## src/sbgsr_pkg.sv

```systemverilog
// Constants, register map and carrier types of the servo brake/gear block.
// Assumes one 125 MHz system clock and an APB master with 32-bit data.
package sbgsr_pkg;
  ////////////////////////////////////////////////////////////////////////
  // Timing
  localparam longint CLK_HZ = 125000000;
  localparam int UPD_PERIOD_US = 1000;
  localparam int UPD_CYC = int'(CLK_HZ / 1000000) * UPD_PERIOD_US;
  localparam logic [39:0] ENC_DIV = 40'(60 * CLK_HZ);
  localparam logic [35:0] ENC_RATE_MAX = 36'd297000000;
  ////////////////////////////////////////////////////////////////////////
  // Register indices; byte address is four times the index
  localparam logic [11:0] IDX_OFF_DLY = 12'h156;
  localparam logic [11:0] IDX_NUM1 = 12'h158;
  localparam logic [11:0] IDX_DEN = 12'h15a;
  localparam logic [11:0] IDX_PPR = 12'h15c;
  localparam logic [11:0] IDX_RANGE = 12'h15e;
  localparam logic [11:0] IDX_PDONE = 12'h160;
  localparam logic [11:0] IDX_CTRL = 12'h180;
  localparam logic [11:0] IDX_STAT = 12'h182;
  localparam logic [11:0] IDX_SCMD = 12'h184;
  localparam logic [11:0] IDX_BTHR = 12'h186;
  localparam logic [11:0] IDX_ELIM = 12'h188;
  localparam logic [11:0] IDX_NUMX = 12'h18a;
  localparam logic [11:0] A_OFF_DLY = {IDX_OFF_DLY[9:0], 2'b00};
  localparam logic [11:0] A_NUM1 = {IDX_NUM1[9:0], 2'b00};
  localparam logic [11:0] A_DEN = {IDX_DEN[9:0], 2'b00};
  localparam logic [11:0] A_PPR = {IDX_PPR[9:0], 2'b00};
  localparam logic [11:0] A_RANGE = {IDX_RANGE[9:0], 2'b00};
  localparam logic [11:0] A_PDONE = {IDX_PDONE[9:0], 2'b00};
  localparam logic [11:0] A_CTRL = {IDX_CTRL[9:0], 2'b00};
  localparam logic [11:0] A_STAT = {IDX_STAT[9:0], 2'b00};
  localparam logic [11:0] A_SCMD = {IDX_SCMD[9:0], 2'b00};
  localparam logic [11:0] A_BTHR = {IDX_BTHR[9:0], 2'b00};
  localparam logic [11:0] A_ELIM = {IDX_ELIM[9:0], 2'b00};
  localparam logic [11:0] A_NUMX = {IDX_NUMX[9:0], 2'b00};
  ////////////////////////////////////////////////////////////////////////
  // Reset values
  localparam logic [15:0] RST_OFF_DLY = 16'h0000;
  localparam logic [31:0] RST_NUM1 = 32'h00000080;
  localparam logic [31:0] RST_DEN = 32'h0000000a;
  localparam logic [31:0] RST_PPR = 32'h000009c4;
  localparam logic [31:0] RST_RANGE = 32'h0000000a;
  localparam logic [15:0] RST_PDONE = 16'h0000;
  localparam logic [15:0] RST_SCMD = 16'h0000;
  localparam logic [15:0] RST_BTHR = 16'h000a;
  localparam logic [15:0] RST_ELIM = 16'h1388;
  localparam logic [31:0] RST_NUMX = 32'h00000080;
  ////////////////////////////////////////////////////////////////////////
  // Carriers
  typedef struct packed {
    logic cmd_from_reg;
    logic num_sel_extra;
    logic mode_pr;
    logic servo_on;
  } sbgsr_ctrl_t;
  localparam sbgsr_ctrl_t RST_CTRL = 4'h0;
  typedef struct packed {
    logic servo_en;
    logic reached;
    logic enc_fault;
    logic brake_release;
  } sbgsr_stat_t;
  typedef enum logic [1:0] {
    BRK_RUN = 2'b00,
    BRK_DELAY = 2'b01,
    BRK_HOLD = 2'b11
  } sbgsr_brk_t;
endpackage

```

## src/sbgsr_top.sv

```systemverilog
// Brake release delay, electronic gear, encoder pulse output with its
// overspeed fault, and speed-reached comparator, with an APB register file.
// Assumes speeds come from logic on CLK_SYS and the two pins are asynchronous.
//
// Design decision made here: the APB register port.
`timescale 1ns/1ps
module sbgsr_top #(
  parameter int UPD_CYCLES = sbgsr_pkg::UPD_CYC
) (
  input wire logic CLK_SYS,
  input wire logic RST_B,
  input wire logic PSEL,
  input wire logic PENABLE,
  input wire logic PWRITE,
  input wire logic [11:0] PADDR,
  input wire logic [31:0] PWDATA,
  output logic [31:0] PRDATA,
  output logic PREADY,
  output logic PSLVERR,
  input wire logic EMERGENCY_STOP_IN,
  input wire logic PULSE_IN,
  input wire logic FAULT_IN,
  input wire logic EXCLUDED_ALARM_IN,
  input wire logic ENCODER_ERR_IN,
  input wire logic signed [15:0] MOTOR_SPEED,
  input wire logic signed [15:0] SPEED_CMD_ANALOG,
  output logic BRAKE_RELEASE_OUT,
  output logic POS_CMD_PULSE,
  output logic ENC_OUT_PULSE,
  output logic ENCODER_OUTPUT_FAULT,
  output logic SPEED_REACHED_OUT
);
  import sbgsr_pkg::*;

  function automatic logic [16:0] sbgsr_abs(input logic signed [16:0] v);
    sbgsr_abs = v[16] ? 17'(-v) : 17'(v);
  endfunction

  ////////////////////////////////////////////////////////////////////////
  // Registers and state
  logic [15:0] off_dly_q;
  logic [31:0] num1_q;
  logic [31:0] den_q;
  logic [31:0] ppr_q;
  logic [31:0] range_q;
  logic [15:0] pdone_q;
  logic [15:0] scmd_q;
  logic [15:0] bthr_q;
  logic [15:0] elim_q;
  logic [31:0] numx_q;
  sbgsr_ctrl_t ctrl_q;
  sbgsr_stat_t stat;
  sbgsr_brk_t brk_q;
  logic [10:0] dly_cnt_q;
  logic [31:0] tick_cnt_q;
  logic tick;
  logic estop_s1_q;
  logic estop_s2_q;
  logic pulse_s1_q;
  logic pulse_s2_q;
  logic pulse_s3_q;
  logic [41:0] gear_acc_q;
  logic [40:0] enc_acc_q;
  logic signed [15:0] spd_f_q;
  logic enc_fault_q;
  logic reached_q;
  logic pos_pulse_q;
  logic enc_pulse_q;
  logic [31:0] prdata_q;

  ////////////////////////////////////////////////////////////////////////
  // Pin synchronisers and control update tick
  always_ff @(posedge CLK_SYS)
  begin
    if (!RST_B)
    begin
      estop_s1_q <= 1'b0;
      estop_s2_q <= 1'b0;
      pulse_s1_q <= 1'b0;
      pulse_s2_q <= 1'b0;
      pulse_s3_q <= 1'b0;
    end
    else
    begin
      estop_s1_q <= EMERGENCY_STOP_IN;
      estop_s2_q <= estop_s1_q;
      pulse_s1_q <= PULSE_IN;
      pulse_s2_q <= pulse_s1_q;
      pulse_s3_q <= pulse_s2_q;
    end
  end

  assign tick = (tick_cnt_q == 32'(UPD_CYCLES - 1));

  always_ff @(posedge CLK_SYS)
  begin
    if (!RST_B)
      tick_cnt_q <= 32'h0;
    else if (tick)
      tick_cnt_q <= 32'h0;
    else
      tick_cnt_q <= tick_cnt_q + 32'h1;
  end

  ////////////////////////////////////////////////////////////////////////
  // Servo state and speed terms
  logic servo_en;
  logic fault_cause;
  logic [16:0] spd_abs;
  logic [10:0] dly_ms;
  logic signed [15:0] cmd;
  logic [16:0] spd_err;
  logic [35:0] enc_rate;

  assign servo_en = ctrl_q.servo_on & ~FAULT_IN & ~estop_s2_q & ~enc_fault_q;
  // Excluded alarm does not count as a fault cause for the delay
  assign fault_cause = (FAULT_IN & ~EXCLUDED_ALARM_IN) | estop_s2_q
                       | enc_fault_q;
  assign spd_abs = sbgsr_abs(17'(MOTOR_SPEED));

  always_comb
  begin
    dly_ms = off_dly_q[10:0];
    if (off_dly_q[15])
      dly_ms = fault_cause ? 11'h0 : 11'(-off_dly_q);
  end

  ////////////////////////////////////////////////////////////////////////
  // Brake release sequence
  always_ff @(posedge CLK_SYS)
  begin
    if (!RST_B)
    begin
      brk_q <= BRK_HOLD;
      dly_cnt_q <= 11'h0;
    end
    else
    begin
      unique case (brk_q)
        BRK_RUN:
        begin
          if (!servo_en)
          begin
            dly_cnt_q <= dly_ms;
            brk_q <= (dly_ms == 11'h0) ? BRK_HOLD : BRK_DELAY;
          end
        end
        BRK_DELAY:
        begin
          if (servo_en)
            brk_q <= BRK_RUN;
          else if (spd_abs < {1'b0, bthr_q})
            brk_q <= BRK_HOLD;
          else if (tick)
          begin
            dly_cnt_q <= dly_cnt_q - 11'h1;
            if (dly_cnt_q == 11'h1)
              brk_q <= BRK_HOLD;
          end
        end
        BRK_HOLD:
        begin
          if (servo_en)
            brk_q <= BRK_RUN;
        end
      endcase
    end
  end

  assign BRAKE_RELEASE_OUT = (brk_q != BRK_HOLD);

  ////////////////////////////////////////////////////////////////////////
  // Electronic gear: one command pulse per M accumulated units
  logic [41:0] gear_sum;
  logic [31:0] num_act;

  assign num_act = ctrl_q.num_sel_extra ? numx_q : num1_q;
  assign gear_sum = gear_acc_q
                    + ((pulse_s2_q & ~pulse_s3_q) ? {10'h0, num_act} : 42'h0);

  always_ff @(posedge CLK_SYS)
  begin
    if (!RST_B)
    begin
      gear_acc_q <= 42'h0;
      pos_pulse_q <= 1'b0;
    end
    else if (gear_sum >= {10'h0, den_q})
    begin
      gear_acc_q <= gear_sum - {10'h0, den_q};
      pos_pulse_q <= 1'b1;
    end
    else
    begin
      gear_acc_q <= gear_sum;
      pos_pulse_q <= 1'b0;
    end
  end

  assign POS_CMD_PULSE = pos_pulse_q;

  ////////////////////////////////////////////////////////////////////////
  // Encoder output pulses and their fault
  // Rate in r/min times pulses per turn; one pulse per 60 s of clocks
  assign enc_rate = 36'(spd_abs) * 36'(ppr_q[18:0]);

  always_ff @(posedge CLK_SYS)
  begin
    if (!RST_B || enc_fault_q)
    begin
      enc_acc_q <= 41'h0;
      enc_pulse_q <= 1'b0;
    end
    else if (enc_acc_q >= {1'b0, ENC_DIV})
    begin
      enc_acc_q <= enc_acc_q - {1'b0, ENC_DIV} + {5'h0, enc_rate};
      enc_pulse_q <= 1'b1;
    end
    else
    begin
      enc_acc_q <= enc_acc_q + {5'h0, enc_rate};
      enc_pulse_q <= 1'b0;
    end
  end

  // Level fault: clears as soon as every cause has gone
  always_ff @(posedge CLK_SYS)
  begin
    if (!RST_B)
      enc_fault_q <= 1'b0;
    else
      enc_fault_q <= ENCODER_ERR_IN | (spd_abs > {1'b0, elim_q})
                     | (enc_rate > ENC_RATE_MAX);
  end

  assign ENC_OUT_PULSE = enc_pulse_q;
  assign ENCODER_OUTPUT_FAULT = enc_fault_q;

  ////////////////////////////////////////////////////////////////////////
  // Speed reached comparator
  logic signed [16:0] f_diff;

  assign f_diff = 17'(MOTOR_SPEED) - 17'(spd_f_q);

  // Quarter-step low-pass on the update tick; trades lag for quiet output
  always_ff @(posedge CLK_SYS)
  begin
    if (!RST_B)
      spd_f_q <= 16'sh0;
    else if (tick)
      spd_f_q <= 16'(spd_f_q + 16'(f_diff >>> 2));
  end

  assign cmd = ctrl_q.cmd_from_reg ? scmd_q : SPEED_CMD_ANALOG;
  assign spd_err = sbgsr_abs(17'(cmd) - 17'(spd_f_q));

  always_ff @(posedge CLK_SYS)
  begin
    if (!RST_B)
      reached_q <= 1'b0;
    else
      reached_q <= (range_q != 32'h0)
                   && ({15'h0, spd_err} <= range_q);
  end

  assign SPEED_REACHED_OUT = reached_q;

  ////////////////////////////////////////////////////////////////////////
  // APB slave, zero wait states
  logic acc;
  logic wr;
  logic hit;
  logic num_ok;
  logic den_ok;
  logic rej;
  logic [31:0] rdata;

  assign acc = PSEL & PENABLE;
  assign wr = acc & PWRITE;
  assign num_ok = ctrl_q.mode_pr ? ~servo_en : servo_en;
  assign den_ok = ~servo_en;
  assign stat = '{servo_en: servo_en, reached: reached_q,
                  enc_fault: enc_fault_q, brake_release: BRAKE_RELEASE_OUT};

  always_comb
  begin
    hit = 1'b1;
    rdata = 32'h0;
    unique case (PADDR)
      A_OFF_DLY: rdata = {16'h0, off_dly_q};
      A_NUM1: rdata = num1_q;
      A_DEN: rdata = den_q;
      A_PPR: rdata = ppr_q;
      A_RANGE: rdata = range_q;
      A_PDONE: rdata = {16'h0, pdone_q};
      A_CTRL: rdata = {28'h0, ctrl_q};
      A_STAT: rdata = {28'h0, stat};
      A_SCMD: rdata = {16'h0, scmd_q};
      A_BTHR: rdata = {16'h0, bthr_q};
      A_ELIM: rdata = {16'h0, elim_q};
      A_NUMX: rdata = numx_q;
      default: hit = 1'b0;
    endcase
  end

  assign rej = PWRITE & ((((PADDR == A_NUM1) | (PADDR == A_NUMX)) & ~num_ok)
               | ((PADDR == A_DEN) & ~den_ok));
  assign PREADY = 1'b1;
  assign PSLVERR = acc & (~hit | rej);
  assign PRDATA = prdata_q;

  always_ff @(posedge CLK_SYS)
  begin
    if (!RST_B)
      prdata_q <= 32'h0;
    else if (PSEL & ~PENABLE & ~PWRITE)
      prdata_q <= rdata;
  end

  always_ff @(posedge CLK_SYS)
  begin
    if (!RST_B)
    begin
      off_dly_q <= RST_OFF_DLY;
      num1_q <= RST_NUM1;
      den_q <= RST_DEN;
      ppr_q <= RST_PPR;
      range_q <= RST_RANGE;
      pdone_q <= RST_PDONE;
      ctrl_q <= RST_CTRL;
      scmd_q <= RST_SCMD;
      bthr_q <= RST_BTHR;
      elim_q <= RST_ELIM;
      numx_q <= RST_NUMX;
    end
    else if (wr && hit && !rej)
    begin
      unique case (PADDR)
        A_OFF_DLY: off_dly_q <= PWDATA[15:0];
        A_NUM1: num1_q <= PWDATA;
        A_DEN: den_q <= PWDATA;
        A_PPR: ppr_q <= PWDATA;
        A_RANGE: range_q <= PWDATA;
        A_PDONE: pdone_q <= PWDATA[15:0];
        A_CTRL: ctrl_q <= PWDATA[3:0];
        A_SCMD: scmd_q <= PWDATA[15:0];
        A_BTHR: bthr_q <= PWDATA[15:0];
        A_ELIM: elim_q <= PWDATA[15:0];
        A_NUMX: numx_q <= PWDATA;
        default: ;
      endcase
    end
  end
endmodule // sbgsr_top
```

## config.mk

```make
export PLATFORM = sky130hd
export DESIGN_NAME = sbgsr_top
export DESIGN_NICKNAME = d
export VERILOG_FILES = /design/src/sbgsr_pkg.sv /design/src/sbgsr_top.sv
export SDC_FILE = /design/constraint.sdc
export NUM_CORES = 2
export LEC_CHECK = 0
export ABC_AREA = 0
export BUFFER_PORTS_ARGS = -buffer_cell sky130_fd_sc_hd__clkbuf_2
export CAP_MARGIN = 20
export CORE_UTILIZATION = 39
export CTS_CLUSTER_SIZE = 12
export DETAILED_ROUTE_END_ITERATION = 10
export GPL_ROUTABILITY_DRIVEN = 0
export SLEW_MARGIN = 30
export SYNTH_ARGS = -nofsm -noshare
export SYNTH_HDL_FRONTEND = slang
export SYNTH_SLANG_ARGS = --single-unit
```

## constraint.sdc

```tcl
create_clock -name CLK_SYS -period 22.3 [get_ports CLK_SYS]
set_clock_uncertainty 0.15 [all_clocks]
set_input_delay 0 -clock CLK_SYS [delete_from_list [all_inputs] [get_ports CLK_SYS]]
set_output_delay 0 -clock CLK_SYS [all_outputs]
set_load 0.05 [all_outputs]
```

; ---- Yosys cells after proc, flatten, opt, wreduce, memory -nomap -nowiden
; Index checks and enable logic that the tools add are counted.
; W data, S select, Z words.
[totals]
latchBits = 0
input_bits = 86
mem_count = 0
romBits = 0
ram_bits = 0
regBits = 429
[op_classes]
n_reduce_logical = 25
muxes = 27
n_shift = 0
magnitude_cmp = 6
multipliers = 1
div_mod_pow = 0
bitwise = 31
n_eq_ne = 24
addsub = 13
[ops]
columns = cell, count
row1 = $pmux W32 S12, 1
row2 = $eq A12 B11 Y1 const B, 12
row3 = $add A41 B36 Y41, 2
row4 = $mux W11, 6
row5 = $mux W32, 2
row6 = $add A42 B32 Y42, 1
row7 = $ge A42 B32 Y1, 1
row8 = $mux W42, 1
row9 = $sub A42 B32 Y42, 1
row10 = $ge A41 B33 Y1 const B, 1
row11 = $mux W41, 1
row12 = $sub A41 B33 Y41 const B, 1
row13 = $gt A36 B29 Y1 const B, 1
row14 = $mul A17 B19 Y36, 1
row15 = $mux W17, 2
row16 = $sub A16 B16 Y17, 2
row17 = $add A32 B1 Y32 const B, 1
row18 = $eq A32 B17 Y1 const B, 1
row19 = $le A17 B32 Y1, 1
row20 = $reduce_bool A32 Y1, 1
row21 = $pmux W11 S2, 1
row22 = $reduce_and A2 Y1, 11
row23 = $gt A17 B16 Y1, 1
row24 = $lt A17 B16 Y1, 1
row25 = 27 further kinds, 73

; ---- Logic depth before layout (Yosys ltp)
[logic_depth]
depth_word = 13
ltp_mapped = 44

; ---- Worst setup path after synthesis
; Ideal clock, no wire load.
[synth_path]
path_type = input to register
from = input port MOTOR_SPEED[7]
to = register enc_acc_q[36]
path_buffers = 2
stages = 39
path_slack_ns = 12.326
arrival_ns = 9.687
setup_ns = 0.137
cell_sequence = or3_1 > or3_1 > or3_1 > o31ai_1 > xnor2_1 > clkbuf_1 > nand2_1 > fa_1 > inv_1 > fa_1 > fa_1 > fa_1 > fa_1 > inv_1 > fa_1 > inv_1 > ha_1 > a21o_1 > [... 3 more ...] > a41oi_1 > xnor2_1 > inv_1 > ha_1 > inv_1 > ha_1 > clkbuf_1 > a21o_1 > a221o_1 > or2_2 > nor2_1 > a31oi_1 > a32o_1 > a211oi_1 > nor3b_1 > or4_1 > a21oi_1 > a211oi_1
[synth_between]
elab_chain_len = 5
word_cells_on_any_way = 6
classes_between = add/sub (3) / mul (1) / mux (2)
[synth_rtl]
columns = item, line
row1 = "start, declared", sbgsr_top.sv:25  ; input wire logic signed [15:0] MOTOR_SPEED,
row2 = $neg A16 Y17, sbgsr_top.sv:36  ; sbgsr_abs = v[16] ? 17'(-v) : 17'(v);
row3 = $mux W17 *, sbgsr_top.sv:36
row4 = $mul A17 B19 Y36 *, sbgsr_top.sv:205  ; assign enc_rate = 36'(spd_abs) * 36'(ppr_q[18:0]);
row5 = $add A41 B36 Y41 (on tied branches), "sbgsr_top.sv:221, sbgsr_top.sv:216"
row6 = $mux W41 *, sbgsr_top.sv:214  ; else if (enc_acc_q >= {1'b0, ENC_DIV})
row7 = "end signal, assigned", sbgsr_top.sv:216  ; enc_acc_q <= enc_acc_q - {1'b0, ENC_DIV} + {5'h0, enc_rate};
row8 = "end signal, assigned", sbgsr_top.sv:221  ; enc_acc_q <= enc_acc_q + {5'h0, enc_rate};
row9 = "end, declared", sbgsr_top.sv:63  ; logic [40:0] enc_acc_q;
; Mark *: on every way between the ends. The rest lies on a longest branch, timed or not.
; A chain may end at the register's enable or synchronous reset.

; ---- Worst setup path after layout
[layout_path]
from = input port MOTOR_SPEED[1]
to = register enc_acc_q[36]
; Same word-level chain as after synthesis.

==> results.md <==
Run status
* run status: finished, violations left
* violations in the final reports: negative hold slack

Clock network
* Max clock buf depth: 3
* later-pin clock latency in the skew report: 680 ps
* Resize count post-CTS: 0
* clock tree root driver cell: sky130_fd_sc_hd__clkbuf_16
* TritonCTS clock tree: done
* Clk pin slew, worst setup/hold paths: 60 ps
* number of buffers added by the clock tree synthesis step: 53
* number of clock sinks seen by CTS: 429
* number of H-tree levels: 2

Critical path
* capture instance of the worst register-to-register path: enc_acc_q[36]
* crit end category: flip-flop
* critical path data arrival time: 11210 ps
* cell with the biggest individual delay on the critical path: sky130_fd_sc_hd__o41ai_1
* worst path buffer plus inverter count: 8
* Register-to-Register Path Depth: 30
* critical register-to-register path startpoint: ppr_q[8]
* biggest fanout along the worst timing path: 16
* register-to-register setup slack: 12360 ps
* Slowest Stage Delay on Critical Path: 770 ps
* startpoint types: primary input
* Top cell by count, worst path: sky130_fd_sc_hd__fa_1
* Required @ worst endpoint: 22650 ps
* CP delay by family, top: adder cells
* Worst Path Class, Setup: in -> reg

Power and ir drop
* Power, Total: 6.69 mW
* share of power burned in registers: 13.0%
* share of total power in the clock network: 13.5%
* net switching power figure: 3.33 mW
* switching share of total power: 49.8%
* static leakage power: 19.0 nW
* relative contribution of combinational cells to total power: 73.5%
* Power per Cell Area: 150 nW/um^2
* maximum vdd drop: 220 uV
* internal power contribution: 3.36 mW

STA
* max-slew headroom at the worst pin: 33.7%
* Final Max Tran Viols: 0
* transition time of the tightest slew-check pin: 994 ps
* maximum clock rate: 0.0921 GHz
* Worst Hold Slack: -0.132 ps
* period utilisation layout: 48.7%
* final number of hold-violating endpoints: 1
* accumulated negative setup slack: 0 ps
* unrepaired setup endpoints after global routing: no
* count of final setup violators: 0
* post-route minimum period: 10860 ps

Min path
* number of cells on the worst hold path: 6
* Min-Delay Endpoint: scmd_q[14]
* launch point of the worst hold path: PADDR[6]
* class of the worst hold path: in -> reg

Place
* dpl cells: 6468
* sum of net half-perimeters after detailed placement: 94.6 mm
* count of buffers inserted at the top-level ports: 123

Synth
* adder-cell share of the synthesized area: 25.4%
* Synthesis Warnings: 0
* synth unique cells: 87
* post-synthesis mux area share: 2.21%
* largest family of logic cells by synthesized area: adder cells
* area fraction in compound gates after synthesis: 17.7%
* Syn Inst Count: 5159
* top post-synthesis cells by area: sky130_fd_sc_hd__dfxtp_1 (21%), sky130_fd_sc_hd__fa_1 (14%), sky130_fd_sc_hd__ha_1 (12%)
* flop and latch count out of synthesis: 429
* fraction of synthesized cell area in xor and xnor cells: 5.62%
* area fraction in and, or, nand and nor cells after synthesis: 20.0%
* Synth Area per Inst: 7.82 um^2
* area share of the largest cell type after synthesis: 21.3%
* dominant cell type by area after synthesis: sky130_fd_sc_hd__dfxtp_1
* portion of the post-synthesis area used by sequential elements: 21.3%
* summed instance area of the synthesized netlist: 40400 um^2
* Post-synth EDFFs: 0
* primary flip-flop cell chosen by synthesis mapping: sky130_fd_sc_hd__dfxtp_1
* ys async rst share: 0%

Floorplanning
* area of the core: 102000 um^2
* width of the die: 324 um
* initial cell density of the core: 39.5%
* Die Area: 105000 um^2
* standard-cell row count: 117
* Boundary Pins: 125
* Die Ht: 324 um

Finish
* largest register by flop count: gear_acc_q
* most used cells in the layout excluding fill and tap cells: sky130_fd_sc_hd__nand2_1 (884), sky130_fd_sc_hd__inv_1 (570), sky130_fd_sc_hd__a21oi_1 (484), sky130_fd_sc_hd__dfxtp_1 (428), sky130_fd_sc_hd__ha_1 (372)
* area growth from synthesis to final layout: 10.8%
* total of fill cells in the finished design: 10400
* layout cell share with drive strength beyond 1: 6.80%
* max FFs per register: 42
* count of non-filler cells in the finished layout: 6618
* most common cell after layout, fill and taps aside: sky130_fd_sc_hd__nand2_1
* Final nets: 5945
* biggest registers after layout: gear_acc_q: 42 flops, enc_acc_q: 41 flops

Detailed routing
* number of optimization iterations in the first detailed-route pass: 8
* number of violations reported at the end of detailed-routing iteration 0: 3145
* Post-route DRC: 0
* detailed-route vias per instance: 5.49
* Total Wirelength: 128 mm
* detail-routed net length per standard cell: 19.3 um
* Via Count: 36300
* count of nets left with antenna violations after detail routing: 0

Global route
* number of global-route vias before repair: 35000
* overflow left after global routing: 0
* Tot GR Track Use: 24.1%
* maximum number of pins on one net before global-route repair: 115
* number of antenna violations at the first check in global routing: 3
* global-route wire length before repair: 199 mm

Job
* number of maximum-capacitance violations: 0

[layer usage]
layer	part of all wire, %	GRT usage (%)
met5	0	0
met2	44	38.1
met1	45	33.0
met4	3.9	9.33
met3	7.0	3.66
[worst min-delay path, delay by kind of cell]
kind,cells,cell delay (ps)
compound gates,1,60
buf+inv,1,110
simple gates,4,610
[cells in the mapped netlist, types with 25 or more instances]
| cell | count |
|---|---|
| sky130_fd_sc_hd__o21a_1 | 41 |
| sky130_fd_sc_hd__o31ai_1 | 27 |
| sky130_fd_sc_hd__fa_1 | 280 |
| sky130_fd_sc_hd__and2_1 | 142 |
| sky130_fd_sc_hd__mux2i_1 | 69 |
| sky130_fd_sc_hd__nand2_1 | 887 |
| sky130_fd_sc_hd__a31oi_1 | 41 |
| sky130_fd_sc_hd__o21ai_0 | 150 |
| sky130_fd_sc_hd__a21oi_1 | 484 |
| sky130_fd_sc_hd__xor2_1 | 90 |
| sky130_fd_sc_hd__xnor2_1 | 169 |
| sky130_fd_sc_hd__a221oi_1 | 61 |
| sky130_fd_sc_hd__nor3_1 | 63 |
| sky130_fd_sc_hd__inv_1 | 571 |
| sky130_fd_sc_hd__nor2_1 | 310 |
| sky130_fd_sc_hd__nand2b_1 | 42 |
| sky130_fd_sc_hd__o211ai_1 | 29 |
| sky130_fd_sc_hd__o21bai_1 | 28 |
| sky130_fd_sc_hd__nand3_1 | 77 |
| sky130_fd_sc_hd__a21o_1 | 68 |
| sky130_fd_sc_hd__clkbuf_1 | 234 |
| sky130_fd_sc_hd__and3_1 | 36 |
| sky130_fd_sc_hd__nor4_1 | 30 |
| sky130_fd_sc_hd__dfxtp_1 | 429 |
| sky130_fd_sc_hd__ha_1 | 372 |
| sky130_fd_sc_hd__a211oi_1 | 37 |
| sky130_fd_sc_hd__nand4_1 | 41 |
| sky130_fd_sc_hd__or3_1 | 25 |
| sky130_fd_sc_hd__nor2b_1 | 38 |
[per-stage QoR]
stage / setup WS [ps] / hold slack (ps) / cell area [um^2] / util [%]
2_1_floorplan: 12330 / -22.7 / 40400 / -
3_3_place_gp: 11060 / 67.0 / 42400 / 41.5
3_5_place_dp: 10940 / 69.8 / 42400 / 41.5
4_1_cts: 11430 / 0.0496 / 44700 / 43.8
5_1_grt: 10730 / 38.8 / 44700 / 43.8
6_report: 11440 / -0.132 / 44700 / 43.8
[cell families (layout without fill, tap and decap cells)]
group / count (synthesis) / in the layout
mux: 86 / 86
fa+ha+maj: 652 / 652
buf+inv: 829 / 899
xor+xnor: 259 / 259
flops: 429 / 429
other cells: 2 / 23
compound gates: 1128 / 1128
simple gates: 1774 / 1774
[power by group through the flow]
stage / clock [mW] / sequential (mW) / combinational, mW
floorplan: 0 / 0.888 / 3.86
global placement: 0 / 0.885 / 4.83
detailed placement: 0 / 0.885 / 4.85
CTS: 0.915 / 0.869 / 4.90
global route: 0.947 / 0.875 / 5.53
finish: 0.903 / 0.869 / 4.92
[repair_timing]
item,4_1_cts,5_1_grt
endpoints found under the setup margin,0,0
buffers inserted,0,0
hold buffers,52,0
hold endpoints to repair,289,0
[cell type report]
class	instances	area (um^2)	area share, %
multi-input cells	3919	28900	64.7
flip-flops and latches	429	8590	19.2
inverters	572	2150	4.82
well taps	1368	1710	3.83
repair buffers	232	1570	3.50
clock buffers	75	1510	3.37
clock inverters	20	270	0.604
diodes	3	7.51	0.0168
[worst max-delay path by stage]
stage                   startpoint       endpoint  slack [ps]  depth (start not counted)
global placement    MOTOR_SPEED[0]  enc_acc_q[36]       11060                         39
detailed placement  MOTOR_SPEED[0]  enc_acc_q[36]       10940                         39
finish              MOTOR_SPEED[1]  enc_acc_q[36]       11440                         40
floorplan           MOTOR_SPEED[7]  enc_acc_q[36]       12330                         39
CTS                 MOTOR_SPEED[1]  enc_acc_q[36]       11430                         40
global route        MOTOR_SPEED[1]  enc_acc_q[36]       10730                         40
Power figures use the tool's default switching activity.
